## src/pattern_regs_pkg.sv

```systemverilog
// constants shared by the indirect access port and the pattern page register bank
package pattern_regs_pkg;

  // main register space locations
  localparam logic [7:0] MAIN_IND_SELECT_ADDR = 8'hb0;
  localparam logic [7:0] MAIN_IND_OFFSET_ADDR = 8'hb1;
  localparam logic [7:0] MAIN_IND_VALUE_ADDR = 8'hb2;
  localparam logic [7:0] MAIN_TOP_RSVD_FIRST = 8'hfc;

  // indirect block select register layout
  localparam int SEL_AUTOINC_BIT = 0;
  localparam int SEL_BLOCK_LSB = 2;
  localparam int SEL_BLOCK_MSB = 4;
  localparam logic [7:0] SEL_WRITE_MASK = 8'h1d;
  localparam logic [7:0] SEL_RESET = 8'h00;
  localparam logic [7:0] OFFSET_RESET = 8'h00;
  localparam logic [7:0] OFFSET_STEP = 8'h01;

  // register sets that sit behind the indirect port
  typedef enum logic [2:0] {
    BLK_PATTERN = 3'b000,
    BLK_CSI_TIMING = 3'b001,
    BLK_ANALOG = 3'b010
  } block_sel_t;

  // pattern page offsets
  localparam logic [7:0] PG_RSVD = 8'h00;
  localparam logic [7:0] PG_CONTROL = 8'h01;
  localparam logic [7:0] PG_CONFIG = 8'h02;
  localparam logic [7:0] PG_IDENT = 8'h03;
  localparam logic [7:0] PG_LINE_HI = 8'h04;
  localparam logic [7:0] PG_LINE_LO = 8'h05;
  localparam logic [7:0] PG_BAR_HI = 8'h06;
  localparam logic [7:0] PG_BAR_LO = 8'h07;
  localparam logic [7:0] PG_ACT_HI = 8'h08;
  localparam logic [7:0] PG_ACT_LO = 8'h09;
  localparam int PG_WIDE_BYTES = 6;

  // pattern page field positions
  localparam int CTL_ON_BIT = 0;
  localparam int CFG_FIXED_BIT = 7;
  localparam int CFG_BARS_MSB = 5;
  localparam int CFG_BARS_LSB = 4;
  localparam int CFG_BLOCK_MSB = 3;
  localparam int CFG_BLOCK_LSB = 0;
  localparam int IDENT_VC_MSB = 7;
  localparam int IDENT_VC_LSB = 6;
  localparam int IDENT_DT_MSB = 5;
  localparam int IDENT_DT_LSB = 0;
  localparam logic [7:0] CFG_WRITE_MASK = 8'hbf;
  localparam logic [3:0] BLOCK_SIZE_ILLEGAL = 4'h0;

  // pattern page reset values
  localparam logic [7:0] CTL_RESET = 8'h00;
  localparam logic [7:0] CFG_RESET = 8'h33;
  localparam logic [7:0] IDENT_RESET = 8'h24;
  localparam logic [15:0] LINE_BYTES_RESET = 16'h0780;
  localparam logic [15:0] BAR_BYTES_RESET = 16'h00f0;
  localparam logic [15:0] ACT_LINES_RESET = 16'h01e0;
  localparam logic [7:0] ZERO_BYTE = 8'h00;

endpackage : pattern_regs_pkg

```

## src/indirect_access_port.sv

```systemverilog
// indirect access port: block select, offset and value registers in the main space
`timescale 1ns/1ps
module indirect_access_port
  import pattern_regs_pkg::*;
(
  input wire logic clk_i,
  input wire logic srst_i,
  input wire logic reg_wr_i,
  input wire logic reg_rd_i,
  input wire logic [7:0] reg_addr_i,
  input wire logic [7:0] reg_wdata_i,
  input wire logic [7:0] page_rdata_i,
  output logic [7:0] reg_rdata_o,
  output logic page_wr_o,
  output logic [7:0] page_addr_o,
  output logic [7:0] page_wdata_o
);

  logic [7:0] select_q;
  logic [7:0] select_d;
  logic [7:0] offset_q;
  logic [7:0] offset_d;
  logic [7:0] rdata_q;
  logic [7:0] rdata_d;

  // main space decode; a write in the same cycle as a read wins and the read is dropped
  wire read_take = reg_rd_i & ~reg_wr_i;
  wire hit_select = (reg_addr_i == MAIN_IND_SELECT_ADDR);
  wire hit_offset = (reg_addr_i == MAIN_IND_OFFSET_ADDR);
  wire hit_value = (reg_addr_i == MAIN_IND_VALUE_ADDR);
  wire auto_inc = select_q[SEL_AUTOINC_BIT];
  wire pattern_sel = (block_sel_t'(select_q[SEL_BLOCK_MSB:SEL_BLOCK_LSB]) == BLK_PATTERN);
  wire value_access = hit_value & (reg_wr_i | read_take);

  // only the pattern set lives here; other sets read as zero and swallow writes
  assign page_wr_o = reg_wr_i & hit_value & pattern_sel;
  assign page_addr_o = offset_q;
  assign page_wdata_o = reg_wdata_i;

  // offset advances after every value access when auto-increment is on
  assign select_d = (reg_wr_i & hit_select) ? (reg_wdata_i & SEL_WRITE_MASK) : select_q;
  assign offset_d = (reg_wr_i & hit_offset) ? reg_wdata_i :
                    (value_access & auto_inc) ? offset_q + OFFSET_STEP : offset_q;

  // read data is captured at the read strobe, before the offset moves
  assign rdata_d = ~read_take ? rdata_q :
                   hit_select ? select_q :
                   hit_offset ? offset_q :
                   (hit_value & pattern_sel) ? page_rdata_i : ZERO_BYTE;

  always_ff @(posedge clk_i) begin
    if (srst_i) begin
      select_q <= SEL_RESET;
      offset_q <= OFFSET_RESET;
      rdata_q <= ZERO_BYTE;
    end else begin
      select_q <= select_d;
      offset_q <= offset_d;
      rdata_q <= rdata_d;
    end
  end

  assign reg_rdata_o = rdata_q;

endmodule : indirect_access_port

```

## src/indirect_pattern_gen_regs.sv

```systemverilog
// pattern generator configuration page reached through the indirect access port
//
// Summary of operation
// - Block select, offset and value registers sit at main addresses 0xb0 to 0xb2.
// - Block select picks pattern, CSI-2 timing or analog register set.
// - Host reads by selecting block, setting offset, reading value; device returns contents.
// - With auto-increment on, offset advances by one after each value access.
// - Main addresses 0xfc to 0xff read as zero.
// - Pattern page offset zero reads as zero.
// - Offset one bit 0 turns generator on; resets off.
// - Config bit 7 picks colour bars (0) or fixed colour (1); resets to bars.
// - Four-bit block size sets fixed field bytes, 1 to 15, reset three.
// - Two-bit virtual channel goes into each packet; resets zero.
// - Six-bit data type goes into each packet; resets to 24-bit RGB code.
// - Line size, high byte offset 4, low offset 5, default 1920 bytes.
// - Bar size, high byte offset 6, low offset 7, sets all but last bar.
// - Last bar fills what the line leaves after the earlier bars.
// - Offset 8 holds active lines high byte, reset one, 480 lines default.
// - Active lines low byte sits at offset 9, joined with offset 8.
`timescale 1ns/1ps
module indirect_pattern_gen_regs
  import pattern_regs_pkg::*;
(
  input wire logic clk_i,
  input wire logic srst_i,
  input wire logic reg_wr_i,
  input wire logic reg_rd_i,
  input wire logic [7:0] reg_addr_i,
  input wire logic [7:0] reg_wdata_i,
  input wire logic frame_start_i,
  output logic [7:0] reg_rdata_o,
  output logic pattern_on_o,
  output logic fixed_colour_select_o,
  output logic [3:0] bar_count_o,
  output logic [3:0] block_bytes_o,
  output logic [1:0] packet_virtual_channel_o,
  output logic [5:0] packet_data_type_o,
  output logic [15:0] active_line_bytes_o,
  output logic [15:0] colour_bar_bytes_o,
  output logic [15:0] last_bar_bytes_o,
  output logic [15:0] active_lines_count_o
);

  logic page_wr;
  logic [7:0] page_addr;
  logic [7:0] page_wdata;
  logic [7:0] page_rdata;

  // main space handling and the offset/auto-increment machinery
  indirect_access_port indirect_access_port_i (
    .clk_i(clk_i),
    .srst_i(srst_i),
    .reg_wr_i(reg_wr_i),
    .reg_rd_i(reg_rd_i),
    .reg_addr_i(reg_addr_i),
    .reg_wdata_i(reg_wdata_i),
    .page_rdata_i(page_rdata),
    .reg_rdata_o(reg_rdata_o),
    .page_wr_o(page_wr),
    .page_addr_o(page_addr),
    .page_wdata_o(page_wdata)
  );

  logic [7:0] control_q;
  logic [7:0] control_d;
  logic [7:0] config_q;
  logic [7:0] config_d;
  logic [7:0] ident_q;
  logic [7:0] ident_d;

  // page write decode for the single-byte registers
  wire wr_control = page_wr & (page_addr == PG_CONTROL);
  wire wr_config = page_wr & (page_addr == PG_CONFIG);
  wire wr_ident = page_wr & (page_addr == PG_IDENT);

  // reserved control bits never store, so they read back as zero
  assign control_d = wr_control ? {7'h00, page_wdata[CTL_ON_BIT]} : control_q;

  // a block size of zero is illegal; such a write keeps the old size and updates the rest
  wire [3:0] new_block = page_wdata[CFG_BLOCK_MSB:CFG_BLOCK_LSB];
  wire [3:0] kept_block = (new_block == BLOCK_SIZE_ILLEGAL) ? config_q[CFG_BLOCK_MSB:CFG_BLOCK_LSB] : new_block;
  assign config_d = wr_config ? ((page_wdata & CFG_WRITE_MASK) & 8'hf0) | {4'h0, kept_block} : config_q;
  assign ident_d = wr_ident ? page_wdata : ident_q;

  always_ff @(posedge clk_i) begin
    if (srst_i) begin
      control_q <= CTL_RESET;
      config_q <= CFG_RESET;
      ident_q <= IDENT_RESET;
    end else begin
      control_q <= control_d;
      config_q <= config_d;
      ident_q <= ident_d;
    end
  end

  // the six bytes of the sixteen-bit fields, offsets 4 to 9, high byte first
  localparam logic [7:0] WIDE_RESET [PG_WIDE_BYTES] = '{
    LINE_BYTES_RESET[15:8], LINE_BYTES_RESET[7:0],
    BAR_BYTES_RESET[15:8], BAR_BYTES_RESET[7:0],
    ACT_LINES_RESET[15:8], ACT_LINES_RESET[7:0]
  };
  logic [7:0] wide_q [PG_WIDE_BYTES];

  genvar gi;
  generate
    for (gi = 0; gi < PG_WIDE_BYTES; gi++) begin : g_wide
      localparam logic [7:0] BYTE_OFFSET = PG_LINE_HI + 8'(gi);
      wire wr_byte = page_wr & (page_addr == BYTE_OFFSET);
      always_ff @(posedge clk_i) begin
        if (srst_i) begin
          wide_q[gi] <= WIDE_RESET[gi];
        end else if (wr_byte) begin
          wide_q[gi] <= page_wdata;
        end
      end
    end
  endgenerate

  // programmed sixteen-bit values as software sees them
  wire [15:0] line_prog = {wide_q[0], wide_q[1]};
  wire [15:0] bar_prog = {wide_q[2], wide_q[3]};
  wire [15:0] act_prog = {wide_q[4], wide_q[5]};

  // page read selection; unlisted offsets and offset zero answer zero
  wire hit_wide = (page_addr >= PG_LINE_HI) & (page_addr <= PG_ACT_LO);
  wire [2:0] wide_idx = 3'(page_addr - PG_LINE_HI);
  assign page_rdata = (page_addr == PG_RSVD) ? ZERO_BYTE :
                      (page_addr == PG_CONTROL) ? control_q :
                      (page_addr == PG_CONFIG) ? config_q :
                      (page_addr == PG_IDENT) ? ident_q :
                      hit_wide ? wide_q[wide_idx] : ZERO_BYTE;

  // width of all bars but the last: bar size times (count - 1), via shift and subtract
  wire [1:0] bars_code = config_q[CFG_BARS_MSB:CFG_BARS_LSB];
  wire [18:0] bar_wide = {3'b000, bar_prog};
  wire [18:0] leading_bytes = 19'((bar_wide << bars_code) - bar_wide);
  wire [18:0] line_wide = {3'b000, line_prog};
  // a bar size too large for the line leaves no room, so the last bar is clamped to zero
  wire [15:0] last_bar = (line_wide > leading_bytes) ? 16'(line_wide - leading_bytes) : 16'h0000;

  // sixteen-bit fields are copied whole while the generator is off or at a frame start,
  // so while the generator runs, a pair reaches the video path only at a frame start
  wire take_shadow = ~control_q[CTL_ON_BIT] | frame_start_i;

  logic [15:0] line_sh_q;
  logic [15:0] bar_sh_q;
  logic [15:0] last_sh_q;
  logic [15:0] act_sh_q;

  always_ff @(posedge clk_i) begin
    if (srst_i) begin
      line_sh_q <= LINE_BYTES_RESET;
      bar_sh_q <= BAR_BYTES_RESET;
      last_sh_q <= 16'h0000;
      act_sh_q <= ACT_LINES_RESET;
    end else if (take_shadow) begin
      line_sh_q <= line_prog;
      bar_sh_q <= bar_prog;
      last_sh_q <= last_bar;
      act_sh_q <= act_prog;
    end
  end

  // outputs toward the pattern datapath
  assign pattern_on_o = control_q[CTL_ON_BIT];
  assign fixed_colour_select_o = config_q[CFG_FIXED_BIT];
  assign bar_count_o = 4'h1 << bars_code;
  assign block_bytes_o = config_q[CFG_BLOCK_MSB:CFG_BLOCK_LSB];
  assign packet_virtual_channel_o = ident_q[IDENT_VC_MSB:IDENT_VC_LSB];
  assign packet_data_type_o = ident_q[IDENT_DT_MSB:IDENT_DT_LSB];
  assign active_line_bytes_o = line_sh_q;
  assign colour_bar_bytes_o = bar_sh_q;
  assign last_bar_bytes_o = last_sh_q;
  assign active_lines_count_o = act_sh_q;

endmodule : indirect_pattern_gen_regs

```

## config.mk

```make
export PLATFORM = sky130hd
export DESIGN_NAME = indirect_pattern_gen_regs
export DESIGN_NICKNAME = d
export VERILOG_FILES = /design/src/pattern_regs_pkg.sv /design/src/indirect_access_port.sv /design/src/indirect_pattern_gen_regs.sv
export SDC_FILE = /design/constraint.sdc
export NUM_CORES = 1
export LEC_CHECK = 0
export ABC_AREA = 1
export BUFFER_PORTS_ARGS = -buffer_cell sky130_fd_sc_hd__buf_2
export CAP_MARGIN = 40
export CORE_MARGIN = 2
export CORE_UTILIZATION = 45
export DETAILED_ROUTE_END_ITERATION = 16
export PLACE_DENSITY = 0.63
export SETUP_SLACK_MARGIN = 0.15
export SLEW_MARGIN = 20
export SYNTH_ARGS = -nofsm -noshare
export SYNTH_HDL_FRONTEND = slang
export SYNTH_SLANG_ARGS = --single-unit
export TNS_END_PERCENT = 20
```

## constraint.sdc

```tcl
create_clock -name clk_i -period 10.3 [get_ports clk_i]
set_clock_uncertainty 0.05 [all_clocks]
set_input_delay 1.03 -clock clk_i [delete_from_list [all_inputs] [get_ports clk_i]]
set_output_delay 1.03 -clock clk_i [all_outputs]
set_load 0.01 [all_outputs]
```

==> results of run 1 <==
cells in the mapped netlist, types with 7 or more instances:
| cell | number | area (um2) |
|---|---|---|
| dfxtp_1 | 100 | 2000 |
| inv_2 | 8 | 30.0 |
| nand2_1 | 269 | 1010 |
| clkbuf_1 | 33 | 124 |
| xnor2_1 | 12 | 105 |
| nor2_1 | 136 | 510 |
| inv_1 | 109 | 409 |
| o21ai_0 | 100 | 500 |
| nand2_2 | 7 | 43.8 |
| nand4_1 | 19 | 119 |
| nor2_2 | 8 | 50.1 |
| edfxtp_1 | 48 | 1440 |
| nand3_1 | 63 | 315 |
| xor2_1 | 13 | 114 |
| a21oi_1 | 120 | 601 |
| ha_1 | 37 | 463 |
| buf_4 | 7 | 52.6 |
| o211ai_1 | 16 | 120 |
power groups by stage:
| stage | Clock [uW] | Combinational [uW] | Sequential [uW] |
|---|---|---|---|
| global route | 641 | 174 | 622 |
| detailed placement | 0 | 155 | 634 |
| global placement | 0 | 155 | 634 |
| CTS | 613 | 156 | 621 |
| finish | 608 | 156 | 621 |
| floorplan | 0 | 105 | 634 |
registers in the layout, summed over array words and instances (netlist names), 8 cells and up:
| signal | cells |
|---|---|
| wide_q | 48 |
| indirect_access_port_i.reg_rdata_o | 8 |
| active_line_bytes_o | 16 |
| colour_bar_bytes_o | 16 |
| active_lines_count_o | 16 |
| indirect_access_port_i.page_addr_o | 8 |
| last_bar_bytes_o | 16 |
| ident_q | 8 |
area by class of cell:
class | instances | share of cell area (%)
well taps | 234 | 2.96
clock inverters | 11 | 0.898
inverters | 120 | 4.57
repair buffers | 117 | 6.53
flip-flops and latches | 148 | 34.8
multi-input cells | 858 | 45.4
clock buffers | 21 | 4.88
critical path: cells and delay by family (launching register included):
kind / cells / cell delay (ps)
AND/OR/NAND/NOR: 16 / 1800
adder cells (fa/ha/maj): 2 / 670
flip-flops: 1 / 470
AO/OA/AOI/OAI: 3 / 420
XOR/XNOR: 1 / 330
buffers and inverters: 1 / 240
per-stage QoR:
| stage | util (%) | cell area (um2) | worst slack [ps] | total power, uW |
|---|---|---|---|---|
| floorplan | - | 8620 | 6680 | 739 |
| global placement | 49.3 | 9240 | 5640 | 789 |
| detailed placement | 49.5 | 9290 | 5660 | 789 |
| CTS | 52.6 | 9860 | 5640 | 1390 |
| global route | 52.7 | 9890 | 5860 | 1440 |
| finish | 52.7 | 9890 | 6210 | 1380 |
per-layer routing:
layer | track usage [%] | vias up | share of wire, %
li1 | - | 4084 | -
met1 | 32.0 | 3747 | 43
met2 | 45.1 | 253 | 50
met3 | 3.77 | 46 | 4.9
met4 | 9.74 | 0 | 2.9
met5 | 0 | - | 0
worst min-delay path by stage:
stage | start | endpoint | slack [ps] | depth (start not counted)
3_3_place_gp | last_bar_bytes_o[12] | last_bar_bytes_o[12] | 400 | 2
6_report | indirect_access_port_i.reg_rdata_o[6] | indirect_access_port_i.reg_rdata_o[6] | 410 | 2
2_1_floorplan | indirect_access_port_i.select_q[3] | indirect_access_port_i.select_q[3] | 390 | 2
4_1_cts | last_bar_bytes_o[12] | last_bar_bytes_o[12] | 410 | 2
5_1_grt | last_bar_bytes_o[12] | last_bar_bytes_o[12] | 430 | 2
3_5_place_dp | last_bar_bytes_o[12] | last_bar_bytes_o[12] | 400 | 2
logic make-up (layout without fill, tap and decap cells):
family                   Yosys count  in the layout  share of synthesized area, %
AO/OA/AOI/OAI                    254            254                          15.9
XOR/XNOR                          25             25                          2.54
adder cells (fa/ha/maj)           39             39                          5.84
buffers and inverters            171            269                          8.12
flip-flops                       148            148                          40.0
multiplexers                       6              6                         0.697
AND/OR/NAND/NOR                  534            534                          26.9
==> results by stage, run 1 <==
Layout:
- In the layout the commonest cells are nand2_1, nor2_1, a21oi_1.
- The most common library cell in the layout ignoring fill and taps is nand2_1.
- The synthesis-to-finish area growth is 14.8%.
- The post-route netlist has about 15% of its cells at a drive strength greater than 1.
- The final antenna diode count is 0.
- The combined flip-flop and latch cell area is 3440 um2.
- The final net count is 1322.
- For this run, the number of standard cells in the final layout without fillers is 1509.
- The area of the multi-input gates is between 4000 and 5000 um2.
- Fill cells in the final layout number 1898.

Synthesis:
- During synthesis, Yosys emitted a total of 0 warnings.
- The number of nets in the synthesized netlist is ~1200.
- The part of the Yosys area used for sequential elements is 40.0%.
- The number of library cell types mapped by synthesis is between 40 and 50.
- The area of the mapped netlist is 8620 um2.
- The synthesized design contains 48 enable-type register cells.
- The post-synthesis register bit count is roughly 150.
- Synthesis handed over a netlist of 1177 instances.
- In the synthesized netlist the async set-or-reset flop fraction comes to 0%.
- Each instance of the synthesized netlist takes up on average 7.32 um2.
- The dominant synthesized flop cell is dfxtp_1.

Route:
- The detail route stage leaves a number of antenna-violating nets equal to 0.
- The residual DRC count is 0.
- The routed design has 25.8 mm of wire.
- The initial detailed-routing violation count is 815.
- The number of detailed-route iterations in the first pass is 6.
- In the final routed layout, each cell accounts on average for 17.1 um.
- The overall via count from detail_route is 8130.
- The post-detailed-route via-to-cell ratio is 5.39.

Timing:
- The routed design could run at a clock period as short as 4090 ps.
- Setup violations remaining at the end of the flow were counted as 0.
- The highest attainable clock frequency is 245 MHz.
- The tightest hold margin is 412 ps.
- The final number of hold-violating endpoints came to 0.
- The final number of max-transition violations is 0.
- Setup repair after global routing left no endpoint under its margin.
- Adding up every negative setup slack in the final design gives 0 ps.
- The final critical path takes up 39.7% of the cycle.
- The worst-margin pin slew is roughly 750 ps.
- The worst pin sits at a relative slew slack of 49.8%.

Pwr:
- The switching part of the total power is between 20 and 30%.
- Sequential cells burn 44.9% of the power.
- Per report_power, the combinational group accounts for a little under an eighth of the total.
- The internal power component is approximately 1000 uW.
- For this design the static power due to leakage is 0.00455 uW.
- The analysis attributes to net switching a power of 380 uW.
- The power per cell area is 140 nW/um2.
- The largest vdd supply drop is between 0.1 and 0.15 mV.
- Of the total power, the clock network draws between 40% and 50%.

Floorplan:
- The number of placed I/O pins is approximately 110.
- After floorplanning, the core was divided into 50 placement rows.
- The chip height is 142 um.
- The die covers 20300 um2.
- The core area is 18800 um2.
- The x dimension of the die is 142 um.
- Once the floorplan was initialized, standard cells occupied roughly 46% of the core.

Clock network:
- The post-CTS clock slew at the launch and capture registers of the worst setup and hold paths is 70 ps.
- The number of H-tree levels is 4.
- TritonCTS built the clock tree.
- The maximum buffer depth of the clock tree is 2.
- The number of hold-repair buffers added at the cts stage is 0.
- The master cell of the clock root buffer is clkbuf_16.
- The clock reaches the later pin of the worst-skew pair after 430 ps.
- The CTS sink count is 148.
- The CTS buffer count is 17.
- In this run, post-CTS repair resized a total of 0 instances.
- In this run the post-CTS setup repair buffer count came out at 0.

Setup path:
- The maximum net fanout on the critical path is 16.
- The startpoint of the worst setup timing path is config_q[5].
- Traced cell by cell, the critical path runs through inv_1, nor2_1, nand2_1, o21ai_0, ha_1, nand2_1, nand2_1, nand2_1, nand2_1, nand2_1, nand3_2, nand3_1, nand2_1, a31oi_1, xor2_1, ha_1, nand3_1, nor2_1, nand3_1, nand2_2, nor2_4, nand4_1, a21oi_1.
- The startpoint kind of the worst setup timing path is a flip-flop.
- The worst register-to-register path begins at config_q[5].
- The critical path data arrival time is 4400 ps.
- In this run the worst setup path terminates at last_bar_bytes_o[2].
- The category of the worst setup path capture point is a flip-flop.
- Measured in cells, the most critical reg-to-reg path has a length of 23.
- The setup slack of the worst register-to-register path is 6210 ps.
- The worst setup path is of the reg -> reg kind.
- The cell repeated most along the worst path is nand2_1.
- The slowest cell on the critical path is dfxtp_1.
- For this run, the slowest stage of the critical path takes roughly 470 ps.
- The terminus of the critical flop-to-flop path is last_bar_bytes_o[2].
- STA puts the critical path data required time at 10610 ps.

Placement:
- The count of input and output buffers is 110.
- The global placement routability congestion is 0.951.
- After legalization and detailed placement, the total HPWL measured between 15 and 20 mm.
- The placed instance count is around 1500.

Global route:
- Across every metal layer, demand over resource in global routing totals between 20% and 30%.
- The initial antenna violation count is 0.
- The overflow left after global routing is 0.
- The first global-routing pass estimated 40.1 mm of wire.
- The largest net degree at the start of global routing is between 70 and 80.
- The via count of the first global-routing pass is ~7600.

Worst hold path:
- The worst hold-check path type is reg -> reg.

Status:
- The flow ran to the end, and the final reports show no timing, DRC or antenna violations.

Job:
- Max-cap violations in this run came to 0.
Note: power is estimated with default switching activity, not from simulation.
==> run 2: changes to the inputs <==
==> constraint.sdc (replaced) <==
create_clock -name clk_i -period 3.85 [get_ports clk_i]
set_clock_uncertainty 0.05 [all_clocks]
set_input_delay 0.385 -clock clk_i [delete_from_list [all_inputs] [get_ports clk_i]]
set_output_delay 0.385 -clock clk_i [all_outputs]
set_load 0.01 [all_outputs]
==> run 2 against run 1 <==
Clock-buffer cell count shrank 4. Via count grew 3.4%. Utilization grew 3.8 points. Critical path type unchanged. Combinational power grew to 3.2 times the previous value. Global-route usage is essentially flat. Sequential power grew to 2.7 times the previous value. Sequential cell count is the same. Final cell count grew 3.0%. Highest routed layer unchanged. Fmax grew 15%. Largest cell class unchanged. Non-clock buffer count grew 44. Worst setup slack lost 5900 ps. Register-to-register slack lost 5900 ps.
==> results by stage, run 2 (same netlist as run 1, synthesis figures left out) <==
Timing:
- The post-route fraction of the period consumed by the critical path is 92.1% (+52 points).
- The setup TNS is 0 ps (unchanged).
- The remaining max-slew budget at the tightest pin is 45.7% (-4.1 points).
- The count of final setup violators is 0 (unchanged).
- The tightest hold margin came to 192 ps (-220 ps).
- Setup repair after global routing could not meet its margin everywhere.
- The final critical path time including I/O delays and setup is 3550 ps (-540 ps).
- The final number of hold-violating endpoints came to 0 (unchanged).
- The worst-margin pin slew is 815 ps (+63.2 ps).
- The worst setup margin is 303 ps (-5910 ps).
- The highest attainable clock frequency is 282 MHz (+15%).
- The final number of max-transition violations was 0 (unchanged).

Floorplan:
- The number of rows created at floorplan was 50 (unchanged).
- The core area is 18800 um2 (unchanged).
- The chip height is 142 um (unchanged).
- The x dimension of the die was 142 um (unchanged).
- The number of placed I/O pins is 111 (unchanged).
- The overall die area is 20300 um2 (unchanged).
- The starting density of the core is 45.9% (unchanged).

Pwr:
- The clock power share is 45.0% (+1.1 points).
- The switching part of the total power is 27.2% (-0.27 points).
- The internal power component is 2850 uW (+180%).
- The largest vdd supply drop is 0.292 mV (+160%).
- The leakage component of the power was 0.00485 uW (+6.5%).
- The proportion of power drawn by flip-flops and latches is 42.4% (-2.5 points).
- The power per cell area is 369 nW/um2 (+160%).
- The reported net switching power is 1060 uW (+180%).
- The combinational share of power is 12.6% (+1.3 points).

Layout:
- The flip-flop count of the largest register, all copies and words added came to 48 (unchanged).
- The filler cell count is 1838 (-3.2%).
- The fraction of final layout cells sized beyond drive strength 1 is 22.9% (+7.7 points).
- The final cell area excluding filler cells is 10600 um2 (+7.1%).
- The library cell used most frequently in the layout, excluding fill and tap cells, is nand2_1.
- wide_q holds more flip-flops than any other register.
- The final antenna diode count was 0 (unchanged).
- Leaving out fill and tap cells, the most frequent cells in the layout are nand2_1, nor2_1, a21oi_1.
- From synthesis to final layout, the design area changed by 23.0%.
- The final net count is 1367 (+3.4%).

Clock network:
- The tree is rooted in a clkbuf_16.
- TritonCTS built the clock tree.
- The post-CTS clock slew at the launch and capture registers of the worst setup and hold paths is 60 ps (about the same).
- The clock insertion delay at the later pin of the skew report was 430 ps (about the same).
- The number of H-tree levels came to 4 (unchanged).
- The maximum buffer depth of the clock tree came to 2 (unchanged).
- The CTS sink count is 148 (unchanged).
- The number of hold-repair buffers added at the cts stage came to 0 (unchanged).
- The CTS buffer count is 17 (unchanged).

Setup path:
- The maximum net fanout on the critical path is 8 (-8).
- The slowest cell on the critical path is fa_2.
- The endpoint required time on the critical path is 4160 ps (-6450 ps).
- Among cell families on the critical path, the largest total delay comes from simple AND/OR/NAND/NOR gates.
- The cell repeated most along the worst path is nand2_1.
- The maximum cell stage delay along the critical path is 420 ps (-50 ps).
- The startpoint kind of the worst setup timing path is a flip-flop.
- The critical path data arrival time is 3860 ps (-540 ps).
- The category of the worst setup path capture point is a flip-flop.
- Traced cell by cell, the critical path runs through buf_12, nor2_1, nand2_1, ha_2, inv_2, fa_2, buf_4, nand3_2, nand3_4, nand2_2, nand3_2, xnor2_2, ha_1, nand2_1, nor2_1, and2_1, nand2_1, nand2_2, nand2_4, nand2_4, nand4_1, a21oi_1.
- The critical setup path kind is reg -> reg.
- The count of buffer and inverter cells on the critical path is 3 (+2).

Route:
- The post-detailed-route via-to-cell ratio is 5.41 (+0.45%).
- The number of detailed-route iterations in the first pass was 5 (-1).
- The wire length per cell after detailed routing came to 17.3 um (+1.4%).
- The final routed wirelength across all metal layers was 26.9 mm (+4.4%).
- The residual antenna-violating net count after detailed routing is 0 (unchanged).
- The residual DRC count is 0 (unchanged).
- The initial detailed-routing violation count is 613 (-25%).
- The overall via count from detail_route was 8410 (+3.4%).

Placement:
- The placement-stage worst setup slack is 109 ps (-5550 ps).
- The post-place instance area was 9420 um2 (+1.4%).
- The global placement routability congestion is 0.961 (+1.1%).
- The count of input and output buffers is 110 (unchanged).
- The HPWL reported at the end of detailed placement was 19.7 mm (+2.0%).

Job:
- The max-cap violation count came to 0 (unchanged).

Global route:
- The initial antenna violation count is 0 (unchanged).
- The largest net degree at the start of global routing is 60 (-21%).
- The overflow left after global routing was 0 (unchanged).
- The via count of the first global-routing pass is 7513 (-1.3%).
- The overall global routing resource usage is 25.8% (+0.041 points).
- The wire length of the first global-routing pass is 40.2 mm (+0.12%).

Worst hold path:
- The worst hold-check path type is in -> reg.

Status:
- The flow ran to the end, and the final reports show no timing, DRC or antenna violations.
run 2: cell types whose count changed in the layout (fill, tap and decap cells not counted), moves of 5 or more:
cell	previous run	this run
a21oi_2	1	9
a21oi_1	120	111
nor2_1	135	130
nand2_1	269	252
inv_2	10	15
o21ai_2	1	11
nand2_2	7	21
o21ai_0	100	81
buf_4	3	46
inv_1	107	102
o21ai_1	1	8
nand3_1	63	58
run 2: final timing paths:
| kind | startpoint | endpoint | slack (ps) | cells after the start |
|---|---|---|---|---|
| min | reg_wdata_i[5] | config_q[5] | 190 | 3 |
| max reg2reg | config_q[4] | last_bar_bytes_o[0] | 300 | 22 |
| max | config_q[4] | last_bar_bytes_o[0] | 300 | 22 |
| min reg2reg | indirect_access_port_i.reg_rdata_o[1] | indirect_access_port_i.reg_rdata_o[1] | 410 | 2 |
run 2: metrics by stage:
stage          cells  total power (uW)  util, %
3_5_place_dp    1493              2120     50.2
6_report        1554              3910     56.5
3_3_place_gp    1493              2120     50.2
5_1_grt         1554              4040     56.5
4_1_cts         1525              3860     53.5
2_1_floorplan   1177              1980        -
run 2: what timing repair did:
| item | CTS | global route |
|---|---|---|
| setup endpoints to repair | 16 | 16 |
| gates resized for setup | 2 | 95 |
| pin swaps | 0 | 41 |
| cloned | 0 | 3 |
| setup buffers | 0 | 26 |
| hold endpoints to repair | 0 | 0 |
run 2: final cells by class:
cell class / instances / area (um2) / area share (%)
clock inverters: 15 / 194 / 1.83
inverters: 120 / 452 / 4.26
well taps: 234 / 293 / 2.76
clock buffers: 17 / 425 / 4.01
flip-flops and latches: 148 / 3450 / 32.5
multi-input cells: 859 / 4790 / 45.2
repair buffers: 161 / 997 / 9.41
run 2: per-layer routing:
layer  wire, um  global-route usage, %  up-vias
li1           -                      -     4171
met1      11400                   33.0     3939
met3       1140                   3.53       48
met5          0                      0        -
met4        785                   9.54        0
met2      13600                   44.4      252
run 2: power by group through the flow:
| stage | Combinational (uW) | Sequential, uW | Clock [uW] |
|---|---|---|---|
| 5_1_grt | 539 | 1660 | 1840 |
| 2_1_floorplan | 280 | 1700 | 0 |
| 3_5_place_dp | 420 | 1700 | 0 |
| 6_report | 492 | 1660 | 1760 |
| 4_1_cts | 424 | 1660 | 1780 |
| 3_3_place_gp | 422 | 1700 | 0 |
run 2: worst reg2reg max path: cells and delay by family, from the launching register on:
family                     cells  cell delay [ps]
adders and majority gates      3              970
xor gates and xnor gates       1              160
and+or+nand+nor               14             1400
AOI/OAI and AO/OA              1              160
buffers and inverters          3              360
DFF                            1              390
